$ cat config.mk
export PLATFORM = sky130hd
export DESIGN_NAME = matrix_address_decode_boot_remap
export DESIGN_NICKNAME = d
export VERILOG_FILES = /design/src/matrix_decode_pkg.sv /design/src/matrix_address_decode_boot_remap.sv
export SDC_FILE = /design/constraint.sdc
export NUM_CORES = 1
export LEC_CHECK = 0
export BUFFER_PORTS_ARGS = -buffer_cell sky130_fd_sc_hd__clkbuf_2
export CORE_AREA = 3 3 101 103
export CTS_CLUSTER_SIZE = 20
export DETAILED_ROUTE_END_ITERATION = 10
export DIE_AREA = 0 0 104 106
export PLACE_DENSITY = 0.47
export RECOVER_POWER = 100
export SLEW_MARGIN = 20
export SYNTH_ARGS = -nofsm -noshare
export SYNTH_HDL_FRONTEND = slang
export SYNTH_SLANG_ARGS = --single-unit
$ cat constraint.sdc
create_clock -name MCLK -period 2 [get_ports MCLK]
set_input_delay 0.1 -clock MCLK [delete_from_list [all_inputs] [get_ports MCLK]]
set_output_delay 0.1 -clock MCLK [all_outputs]
set_load 0.03 [all_outputs]
$ cat src/matrix_decode_pkg.sv
`default_nettype none
package matrix_decode_pkg;
	// ------------------------------------------------------------
	// Address map
	// ------------------------------------------------------------
	localparam int ADDR_W = 32;
	localparam int BANK_W = 4;
	localparam int BANK_LSB = 28;
	localparam int NUM_MASTERS = 6;
	localparam int NUM_CS = 8;
	localparam logic [3:0] BANK_INTERNAL = 4'h0;
	localparam logic [3:0] BANK_EXT_FIRST = 4'h1;
	localparam logic [3:0] BANK_EXT_LAST = 4'h7;
	localparam logic [3:0] BANK_PERIPH = 4'hf;
	// Second level inside bank zero, 1 MB areas
	localparam int AREA_LSB = 20;
	localparam int AREA_W = 8;
	localparam logic [7:0] AREA_BOOT = 8'h00;
	localparam logic [7:0] AREA_ROM = 8'h10;
	localparam logic [7:0] AREA_RAM0 = 8'h20;
	localparam logic [7:0] AREA_RAM1 = 8'h30;
	localparam logic [7:0] AREA_USBH = 8'h50;
	// ------------------------------------------------------------
	// Slave selection
	// ------------------------------------------------------------
	typedef enum logic [3:0] {
		SLV_NONE = 4'h0,
		SLV_RAM0 = 4'h1,
		SLV_RAM1 = 4'h2,
		SLV_ROM = 4'h3,
		SLV_USBH = 4'h4,
		SLV_EXT = 4'h5,
		SLV_PERIPH = 4'h6
	} slave_t;
	localparam logic [2:0] CS_ZERO = 3'h0;
	localparam logic [2:0] CS_ONE = 3'h1;
	// Static memory controller defaults when booting from chip select zero
	localparam logic [1:0] SMC_WIDTH_16 = 2'h1;
	localparam logic SMC_BYTE_SELECT = 1'b1;
	localparam logic SMC_RW_BY_CS = 1'b1;
endpackage
`default_nettype wire

$ cat src/matrix_address_decode_boot_remap.sv
`default_nettype none
module matrix_address_decode_boot_remap
	import matrix_decode_pkg::*;
#(
	parameter int MASTERS = matrix_decode_pkg::NUM_MASTERS
)
(
	input wire logic MCLK,
	input wire logic RST,
	input wire logic BOOT_SOURCE_SELECT_PIN,
	input wire logic REMAP_SET,
	input wire logic REMAP_CLEAR,
	input wire logic CS1_SDRAM_ASSIGN,
	input wire logic [MASTERS*matrix_decode_pkg::ADDR_W-1:0] HADDR,
	input wire logic [MASTERS-1:0] HSEL_VALID,
	output logic [MASTERS*4-1:0] SLAVE_SEL,
	output logic [MASTERS-1:0] DECODE_ABORT,
	output logic [MASTERS*3-1:0] EXT_CS_INDEX,
	output logic [MASTERS-1:0] CS_TO_SDRAM,
	output logic REMAP_STATE,
	output logic BOOT_FROM_ROM,
	output logic SMC_BYTE_SELECT_MODE,
	output logic [1:0] SMC_BUS_WIDTH,
	output logic SMC_RW_CS_CONTROLLED
);
	import matrix_decode_pkg::*;

	// ------------------------------------------------------------
	// Sizes
	// ------------------------------------------------------------
	// The processor instruction and data ports are the lowest masters
	localparam int CPU_MASTERS = 2;
	localparam int SEL_W = $bits(slave_t);
	localparam int CS_W = 3;
	// Two synchroniser stages, then one capture edge
	localparam int SYNC_DEPTH = 2;
	localparam logic [1:0] CAPTURE_EDGE = 2'(SYNC_DEPTH + 1);

	// ------------------------------------------------------------
	// Boot pin capture and remap
	// ------------------------------------------------------------
	logic pin_meta_q;
	logic pin_sync_q;
	logic boot_rom_q;
	logic boot_taken_q;
	logic remap_q;
	logic remap_d;
	logic [SYNC_DEPTH-1:0] warm_q;
	logic [SYNC_DEPTH-1:0] warm_d;
	logic [1:0] since_rel_q;
	wire sync_ready = warm_q[SYNC_DEPTH-1];

	// Fill marker, so capture waits until both stages hold the pin
	assign warm_d = {warm_q[SYNC_DEPTH-2:0], 1'b1};

	always_ff @(posedge MCLK or posedge RST)
	begin
		if (RST)
		begin
			pin_meta_q <= 1'b0;
			pin_sync_q <= 1'b0;
			warm_q <= '0;
		end
		else
		begin
			pin_meta_q <= BOOT_SOURCE_SELECT_PIN;
			pin_sync_q <= pin_meta_q;
			warm_q <= warm_d;
		end
	end

	// Latched once after release; the pin may change freely afterwards.
	// Decoding uses ROM until capture is done, three edges in.
	always_ff @(posedge MCLK or posedge RST)
	begin
		if (RST)
		begin
			boot_rom_q <= 1'b1;
			boot_taken_q <= 1'b0;
		end
		else if (!boot_taken_q && sync_ready)
		begin
			boot_rom_q <= pin_sync_q;
			boot_taken_q <= 1'b1;
		end
	end

	// Remap is software's to raise and to clear; set wins over clear, and reset also clears it.
	assign remap_d = REMAP_SET ? 1'b1 : (REMAP_CLEAR ? 1'b0 : remap_q);

	always_ff @(posedge MCLK or posedge RST)
	begin
		if (RST)
			remap_q <= 1'b0;
		else
			remap_q <= remap_d;
	end

	assign REMAP_STATE = remap_q;
	assign BOOT_FROM_ROM = boot_rom_q;

	// The static controller is tied to its safe mode for every boot source, not only external boot
	wire ext_boot = !boot_rom_q && !remap_q;
	assign SMC_BYTE_SELECT_MODE = SMC_BYTE_SELECT;
	assign SMC_BUS_WIDTH = SMC_WIDTH_16;
	assign SMC_RW_CS_CONTROLLED = SMC_RW_BY_CS;

	// ------------------------------------------------------------
	// Address decode, shared by all masters
	// ------------------------------------------------------------
	function automatic slave_t decode_slave(input logic [ADDR_W-1:0] addr, input logic cpu,
		input logic remap, input logic boot_rom);
		logic [BANK_W-1:0] bank;
		logic [AREA_W-1:0] area;
		bank = addr[BANK_LSB +: BANK_W];
		area = addr[AREA_LSB +: AREA_W];
		decode_slave = SLV_NONE;
		if (bank == BANK_INTERNAL)
		begin
			if (area == AREA_BOOT)
			begin
				if (remap)
					decode_slave = SLV_RAM0;
				else if (boot_rom)
					decode_slave = SLV_ROM;
				else
					decode_slave = SLV_EXT;
			end
			else if (area == AREA_ROM)
				decode_slave = SLV_ROM;
			else if (area == AREA_RAM0)
				decode_slave = SLV_RAM0;
			else if (area == AREA_RAM1)
				decode_slave = SLV_RAM1;
			else if (area == AREA_USBH && cpu)
				decode_slave = SLV_USBH;
		end
		else if (bank >= BANK_EXT_FIRST && bank <= BANK_EXT_LAST)
			decode_slave = SLV_EXT;
		else if (bank == BANK_PERIPH)
			decode_slave = SLV_PERIPH;
	endfunction

	// Boot area and bank zero both reach chip select zero; other banks index by their low three bits.
	function automatic logic [2:0] cs_of(input logic [ADDR_W-1:0] addr);
		logic [BANK_W-1:0] bank;
		bank = addr[BANK_LSB +: BANK_W];
		cs_of = (bank == BANK_INTERNAL) ? CS_ZERO : 3'(bank);
	endfunction

	genvar m;
	generate
		for (m = 0; m < MASTERS; m++)
		begin : g_master
			// Only the two processor ports may reach the USB host area
			localparam logic IS_CPU = (m < CPU_MASTERS);
			wire [ADDR_W-1:0] addr = HADDR[m*ADDR_W +: ADDR_W];
			wire [BANK_W-1:0] bank = addr[BANK_LSB +: BANK_W];
			wire [AREA_W-1:0] area = addr[AREA_LSB +: AREA_W];
			wire in_ext = (bank >= BANK_EXT_FIRST) && (bank <= BANK_EXT_LAST);
			wire at_boot = (bank == BANK_INTERNAL) && (area == AREA_BOOT);
			slave_t sel;
			assign sel = decode_slave(addr, IS_CPU, remap_q, boot_rom_q);
			wire [2:0] cs = cs_of(addr);
			assign SLAVE_SEL[m*4 +: 4] = HSEL_VALID[m] ? sel : SLV_NONE;
			assign DECODE_ABORT[m] = HSEL_VALID[m] && (sel == SLV_NONE);
			assign EXT_CS_INDEX[m*3 +: 3] = cs;
			// Chip select zero never goes to SDRAM
			assign CS_TO_SDRAM[m] = (sel == SLV_EXT) && (cs == CS_ONE) && CS1_SDRAM_ASSIGN;

			chk_abort_unused: assert property (@(posedge MCLK) disable iff (RST)
				HSEL_VALID[m] && addr[BANK_LSB +: BANK_W] > BANK_EXT_LAST
				&& addr[BANK_LSB +: BANK_W] != BANK_PERIPH |-> DECODE_ABORT[m])
				else $error("unused bank not aborted");
			chk_ext_bank: assert property (@(posedge MCLK) disable iff (RST)
				HSEL_VALID[m] && addr[BANK_LSB +: BANK_W] == 4'h3
				|-> SLAVE_SEL[m*4 +: 4] == SLV_EXT && EXT_CS_INDEX[m*3 +: 3] == 3'h3)
				else $error("bank three not on chip select three");
			chk_periph_bank: assert property (@(posedge MCLK) disable iff (RST)
				HSEL_VALID[m] && addr[BANK_LSB +: BANK_W] == BANK_PERIPH |-> SLAVE_SEL[m*4 +: 4] == SLV_PERIPH)
				else $error("bank fifteen not peripheral");
			chk_cs0_static: assert property (@(posedge MCLK) disable iff (RST)
				EXT_CS_INDEX[m*3 +: 3] == CS_ZERO |-> !CS_TO_SDRAM[m])
				else $error("chip select zero sent to sdram");
			chk_fixed_ram1: assert property (@(posedge MCLK) disable iff (RST)
				HSEL_VALID[m] && addr[BANK_LSB +: BANK_W] == BANK_INTERNAL
				&& addr[AREA_LSB +: AREA_W] == AREA_RAM1 |-> SLAVE_SEL[m*4 +: 4] == SLV_RAM1)
				else $error("second ram moved");

			// Same map checks in every decoder, so no master drifts from the others
			chk_ext_window: assert property (@(posedge MCLK) disable iff (RST)
				HSEL_VALID[m] && in_ext
				|-> SLAVE_SEL[m*SEL_W +: SEL_W] == SLV_EXT && EXT_CS_INDEX[m*CS_W +: CS_W] == bank[CS_W-1:0])
				else $error("external bank not on its own chip select");
			chk_internal_only: assert property (@(posedge MCLK) disable iff (RST)
				HSEL_VALID[m] && bank == BANK_INTERNAL && area != AREA_BOOT
				|-> SLAVE_SEL[m*SEL_W +: SEL_W] != SLV_EXT && SLAVE_SEL[m*SEL_W +: SEL_W] != SLV_PERIPH)
				else $error("bank zero left the internal memories");
			chk_bank0_cs0: assert property (@(posedge MCLK) disable iff (RST)
				bank == BANK_INTERNAL |-> EXT_CS_INDEX[m*CS_W +: CS_W] == CS_ZERO)
				else $error("bank zero not on chip select zero");
			chk_fixed_rom: assert property (@(posedge MCLK) disable iff (RST)
				HSEL_VALID[m] && bank == BANK_INTERNAL && area == AREA_ROM |-> SLAVE_SEL[m*SEL_W +: SEL_W] == SLV_ROM)
				else $error("rom moved");
			chk_fixed_ram0: assert property (@(posedge MCLK) disable iff (RST)
				HSEL_VALID[m] && bank == BANK_INTERNAL && area == AREA_RAM0 |-> SLAVE_SEL[m*SEL_W +: SEL_W] == SLV_RAM0)
				else $error("first ram moved");
			chk_usb_cpu_only: assert property (@(posedge MCLK) disable iff (RST)
				HSEL_VALID[m] && bank == BANK_INTERNAL && area == AREA_USBH |-> DECODE_ABORT[m] == !IS_CPU)
				else $error("usb host area open to a non processor master");
			chk_idle_quiet: assert property (@(posedge MCLK) disable iff (RST)
				!HSEL_VALID[m] |-> SLAVE_SEL[m*SEL_W +: SEL_W] == SLV_NONE && !DECODE_ABORT[m])
				else $error("idle master selected a slave");
			chk_sdram_cs1: assert property (@(posedge MCLK) disable iff (RST)
				HSEL_VALID[m] && bank == BANK_EXT_FIRST && CS1_SDRAM_ASSIGN |-> CS_TO_SDRAM[m])
				else $error("chip select one not sent to sdram");
			chk_remap_every: assert property (@(posedge MCLK) disable iff (RST)
				HSEL_VALID[m] && at_boot && remap_q |-> SLAVE_SEL[m*SEL_W +: SEL_W] == SLV_RAM0)
				else $error("remap not seen by every master");
			chk_rom_every: assert property (@(posedge MCLK) disable iff (RST)
				HSEL_VALID[m] && at_boot && !remap_q && boot_rom_q |-> SLAVE_SEL[m*SEL_W +: SEL_W] == SLV_ROM)
				else $error("rom boot not seen by every master");
			chk_extboot_every: assert property (@(posedge MCLK) disable iff (RST)
				HSEL_VALID[m] && at_boot && ext_boot |-> EXT_CS_INDEX[m*CS_W +: CS_W] == CS_ZERO)
				else $error("external boot not on chip select zero");

			if (m < CPU_MASTERS)
			begin : g_cpu
				chk_zero_three: assert property (@(posedge MCLK) disable iff (RST)
					HSEL_VALID[m] && at_boot
					|-> SLAVE_SEL[m*SEL_W +: SEL_W] inside {SLV_ROM, SLV_EXT, SLV_RAM0})
					else $error("processor boot area not on a boot slave");
			end
		end
	endgenerate

	// ------------------------------------------------------------
	// Checks on the processor boot view
	// ------------------------------------------------------------
	wire [ADDR_W-1:0] cpu_addr = HADDR[ADDR_W-1:0];
	wire cpu_at_zero = HSEL_VALID[0] && cpu_addr[BANK_LSB +: BANK_W] == BANK_INTERNAL
		&& cpu_addr[AREA_LSB +: AREA_W] == AREA_BOOT;

	chk_remap_ram0: assert property (@(posedge MCLK) disable iff (RST)
		cpu_at_zero && remap_q |-> SLAVE_SEL[3:0] == SLV_RAM0)
		else $error("remap did not place first ram at zero");
	chk_boot_rom: assert property (@(posedge MCLK) disable iff (RST)
		cpu_at_zero && !remap_q && boot_rom_q |-> SLAVE_SEL[3:0] == SLV_ROM)
		else $error("rom boot not at zero");
	chk_boot_ext: assert property (@(posedge MCLK) disable iff (RST)
		cpu_at_zero && ext_boot |-> SLAVE_SEL[3:0] == SLV_EXT && EXT_CS_INDEX[2:0] == CS_ZERO)
		else $error("external boot not at zero");
	chk_pin_held: assert property (@(posedge MCLK) disable iff (RST)
		boot_taken_q && $past(boot_taken_q) |-> $stable(boot_rom_q))
		else $error("boot selection changed after capture");
	chk_remap_sw: assert property (@(posedge MCLK) disable iff (RST)
		$rose(remap_q) |-> $past(REMAP_SET))
		else $error("remap rose without software");
	chk_remap_set: assert property (@(posedge MCLK) disable iff (RST)
		!$past(RST) && $past(REMAP_SET) |-> remap_q)
		else $error("remap request not taken");
	chk_remap_clear: assert property (@(posedge MCLK) disable iff (RST)
		!$past(RST) && $past(REMAP_CLEAR) && !$past(REMAP_SET) |-> !remap_q)
		else $error("remap clear not taken");
	chk_smc_boot: assert property (@(posedge MCLK) disable iff (RST)
		ext_boot |-> SMC_BYTE_SELECT_MODE && SMC_BUS_WIDTH == SMC_WIDTH_16 && SMC_RW_CS_CONTROLLED)
		else $error("static controller not in boot mode");

	// Edge count since release, kept only to pin down the capture point
	always_ff @(posedge MCLK or posedge RST)
	begin
		if (RST)
			since_rel_q <= 2'h0;
		else if (since_rel_q != CAPTURE_EDGE)
			since_rel_q <= since_rel_q + 2'h1;
	end

	chk_capture_edge: assert property (@(posedge MCLK) disable iff (RST)
		boot_taken_q == (since_rel_q == CAPTURE_EDGE))
		else $error("boot pin captured at the wrong edge");
endmodule
`default_nettype wire

* Word-level counts from Yosys, hierarchy flattened
Cells that the tools add are included.
** Storage, ports and cells
- Logic and storage cells :: 161
- Register bits after elaboration :: 7
** Cells by class
- Equality and inequality tests :: 38
- Reduce and logical (&&, ||, !) cells :: 45
- Order comparisons :: 12
- Mux-type cells :: 60
** Operators by type and width (number)
- 8-bit by 6-bit equality test with 1-bit output, second input constant :: 12
- 3-bit 2-to-1 mux :: 28
- 4-bit 2-to-1 mux :: 18
- 8-bit by 5-bit equality test with 1-bit output, second input constant :: 6
- 4-bit zero test :: 12
- 8-bit zero test :: 6
- 1-bit logical AND :: 25
- 4-bit by 3-bit equality test with 1-bit output, second input constant :: 6
- 4-bit equality test, second input constant :: 6
- 4-bit by 1-bit >= comparator with 1-bit output, second input constant :: 6
- 4-bit by 3-bit <= comparator with 1-bit output, second input constant :: 6
- 2-bit 2-to-1 mux :: 12
- 3-bit by 1-bit equality test with 1-bit output, second input constant :: 6
- 8-bit by 7-bit equality test with 1-bit output, second input constant :: 2
- 1-bit 2-to-1 mux :: 2
- 2-bit nonzero test :: 1
- 1-bit zero test :: 1

* Depth between registers and ports, before layout
- Depth in word-level cells :: 10
- Mapped depth :: 5
- Gate-level depth less buffers :: 4

* Least setup slack after synthesis
Ideal clock, no wire load.
- Kind :: reg-to-output
- From :: register boot_rom_q (netlist: BOOT_FROM_ROM)
- To :: output port SLAVE_SEL[5]
- Stages on the path, launching flop included :: 5
- Buffers on the path :: 1
- Setup slack :: 0.058 ns
- Data required time :: 1.900 ns
- Arrival time :: 1.842 ns
- Cells stage by stage :: dfstp_2 -> buf_6 -> nor3b_1 -> o2111ai_1 -> a21boi_0
** On the way
- Word-level cells in the longest chain between the ends :: 5
** Ends and longest elaborated chain
- start, declared :: line matrix_address_decode_boot_remap.sv:44 : logic boot_rom_q;
- start signal, assigned :: line matrix_address_decode_boot_remap.sv:83 : boot_rom_q <= pin_sync_q;
- 3-bit 2-to-1 mux :: line matrix_address_decode_boot_remap.sv:124 : else if (boot_rom)
- 3-bit 2-to-1 mux :: line matrix_address_decode_boot_remap.sv:122 : if (remap)
- 4-bit 2-to-1 mux :: line matrix_address_decode_boot_remap.sv:120 : if (area == AREA_BOOT)
- 4-bit 2-to-1 mux :: line matrix_address_decode_boot_remap.sv:118 : if (bank == BANK_INTERNAL)
- 4-bit 2-to-1 mux :: line matrix_address_decode_boot_remap.sv:165 : assign SLAVE_SEL[m*4 +: 4] = HSEL_VALID[m] ? sel : SLV_NONE;
- end, declared :: line matrix_address_decode_boot_remap.sv:16 : output logic [MASTERS*4-1:0] SLAVE_SEL,
Every way passes these cells.

* Final worst setup path
- From :: register boot_rom_q (netlist: BOOT_FROM_ROM)
- To :: output port SLAVE_SEL[21]
Same word-level chain as after synthesis.

==> results.yml <==
finish:
  ff_latch_area_um2: 184
  drive_above_1_share: 0.475
  nFillCells: 1086
  final_util: 0.221
  diodes: 0
  finalNonFillerCells: 426
  final_cell_mix: "109 x clkbuf_2, 23 x clkbuf_1, 17 x nand2_1, 17 x nand3_1"
  nets: 502
  multi_input_area_um2: 958
  final_common_cell: "clkbuf_2"
  synthToLayoutAreaGrowth_pct: 61.7
  design_area_mm2: 0.00205
floorplan:
  die_w_um: 104
  coreArea_mm2: 0.00928
  std_cell_rows: 35
  io_pins: 264
  start_util: 0.137
  die_y_um: 106
  dieArea_mm2: 0.0110
sta:
  hold_slack_ns: 0.0606
  maxSlewViolCount: 0
  hold_viol_final: 0
  min_period_ns: 1.88
  rsz0062_at_grt: "yes"
  fmax_mhz: 531
  timing.final.ws_setup_ns: 0.118
  finalCritPeriodShare: 0.941
  setup_tns_ns: 0
  setup_viol: 0
  fin_skew_ns: 0.00278
clock_tree:
  clock_latency_ns: 0.23
  cts_tree: "yes"
  cts_sinks: 7
  cts_made_buffers: 3
  cts_root_buf: "clkbuf_8"
  htreeDepth: 1
  clockBufferDepth: 2
  clk_pin_slew_ns: 0.04
route:
  vias: 1767
  drtPass1Iterations: 4
  wl_per_cell_um: 13.5
  via_per_inst: 4.15
  antenna_left: 0
  routed_wl_um: 5740
  drt-initial-drc-count: 25
  drc: 0
placed_design:
  hpwl_um: 5130
  dp.cells: 418
  place_ws_ns: 0.190
  place_congestion: 0.683
  portBuffers: 133
  postPlaceCellArea_mm2: 0.00196
global_routing:
  grt_max_degree: 15
  track_usage: 0.0974
  grt_pass1_wl_um: 8810
  grt-ovfl-total: 0
  grt_pass1_vias: 1761
  antenna_found_initial: 0
logic_synthesis:
  synth_top_area_share: 0.118
  synth_top_flop_cell: "dfrtp_1"
  synth_edf_count: 0
  ys_warn_count: 0
  synth-seq-cells: 7
  async_reset_ff_frac: 1.00
  synth_cell_types: 32
  yosysTopAreaCell: "dfrtp_1"
  synth.yosys.seq_area_share: 0.139
  syn-cell-area_mm2: 0.00127
  syn_inst: 177
  syn_avg_cell_area_um2: 7.17
  synth_area_leaders: "dfrtp_1 12%, nor4_4 8.4%, nor4_1 6.9%, nand3_1 6.7%, and2_1 5.9%"
setup_path:
  crit_type: "flip-flop to output port"
  r2r_start: "REMAP_STATE"
  cp-startpoint: "BOOT_FROM_ROM"
  endpoint_kind: "output port"
  start_kind: "flip-flop"
  arrival_ns: 1.78
  crit_path_max_fanout: 14
  required_ns: 1.90
job:
  max-cap-violations: 0
worst_hold_path:
  holdCritStartpoint: "REMAP_SET"
  min_path_type: "input pin to flip-flop"
pwr:
  power_mw: 0.796
  powerDensity_mw_per_mm2: 388
  p_leak_nw: 0.909
  ir_drop_uv: 376
run_status:
  status: "complete, no violations"
## cells by family (layout without fill, tap and decap cells)
family / after synthesis / after routing / share of synthesized area
buf+inv: 38 / 149 / 0.154
compound gates: 27 / 27 / 0.169
flops: 7 / 7 / 0.139
simple gates: 102 / 102 / 0.524
other cells: 2 / 11 / 0.00592
mux: 1 / 1 / 0.00888
## worst max-delay path, stage by stage (launching register included)
cell and delay, ns:
dfstp_4 0.72, nor3b_4 0.21, o211ai_1 0.09, o22ai_1 0.19
and2_1 0.15, buf_2 0.19
## cell type report
| class | count | share of cell area |
|---|---|---|
| clock buffers | 4 | 0.0220 |
| inverters | 8 | 0.0146 |
| multi-input cells | 141 | 0.467 |
| flip-flops and latches | 7 | 0.0896 |
| well taps | 129 | 0.0787 |
| repair buffers | 137 | 0.328 |
## power by group
group	internal, mW	switching [mW]	leakage [nW]
clock	0.138	0.0629	0.0228
sequential	0.155	0.0212	0.0767
combinational	0.140	0.279	0.809
## Yosys cell counts, types with 3 or more instances
library cell / instances
a21oi_1: 9
a221oi_2: 4
and2_1: 12
buf_4: 10
clkbuf_1: 18
dfrtp_1: 6
inv_1: 8
nand2_1: 17
nand3_1: 17
nand4_1: 5
nor2_1: 8
nor3_1: 10
nor3b_1: 5
nor4_1: 14
nor4_2: 5
nor4_4: 5
o2111ai_1: 4
o211ai_1: 3
## final timing paths
| kind | endpoint | slack, ns | cells past startpoint |
|---|---|---|---|
| min reg2reg | pin_sync_q | 0.34 | 0 |
| min | REMAP_STATE | 0.06 | 2 |
| max in group asynchronous | BOOT_FROM_ROM | 1.41 | 3 |
| max | SLAVE_SEL[21] | 0.12 | 5 |
| min in group asynchronous | warm_q[0] | 0.33 | 3 |
| max reg2reg | REMAP_STATE | 1.00 | 2 |
## metal layers
layer | wire length [um] | track usage | share of wire
met4 | 40 | 0.0171 | 0.0070
met3 | 867 | 0.0522 | 0.15
met1 | 2410 | 0.120 | 0.42
met5 | 0 | 0 | 0
met2 | 2420 | 0.152 | 0.42
## registers in the layout (all words and copies together) (netlist names)
| name | cells |
|---|---|
| pin_sync_q | 1 |
| BOOT_FROM_ROM | 1 |
| boot_taken_q | 1 |
| REMAP_STATE | 1 |
| pin_meta_q | 1 |
| warm_q | 2 |
## what timing repair did
item / 4_1_cts / 5_1_grt
setup endpoints to repair: 4 / 11
pin swaps: 0 / 1
gates cloned: 0 / 0
gates resized for setup: 1 / 9
setup buffers: 0 / 2
hold endpoints to repair: 7 / 0
hold buffers: 2 / 0
(Power assumes the default switching activity.)
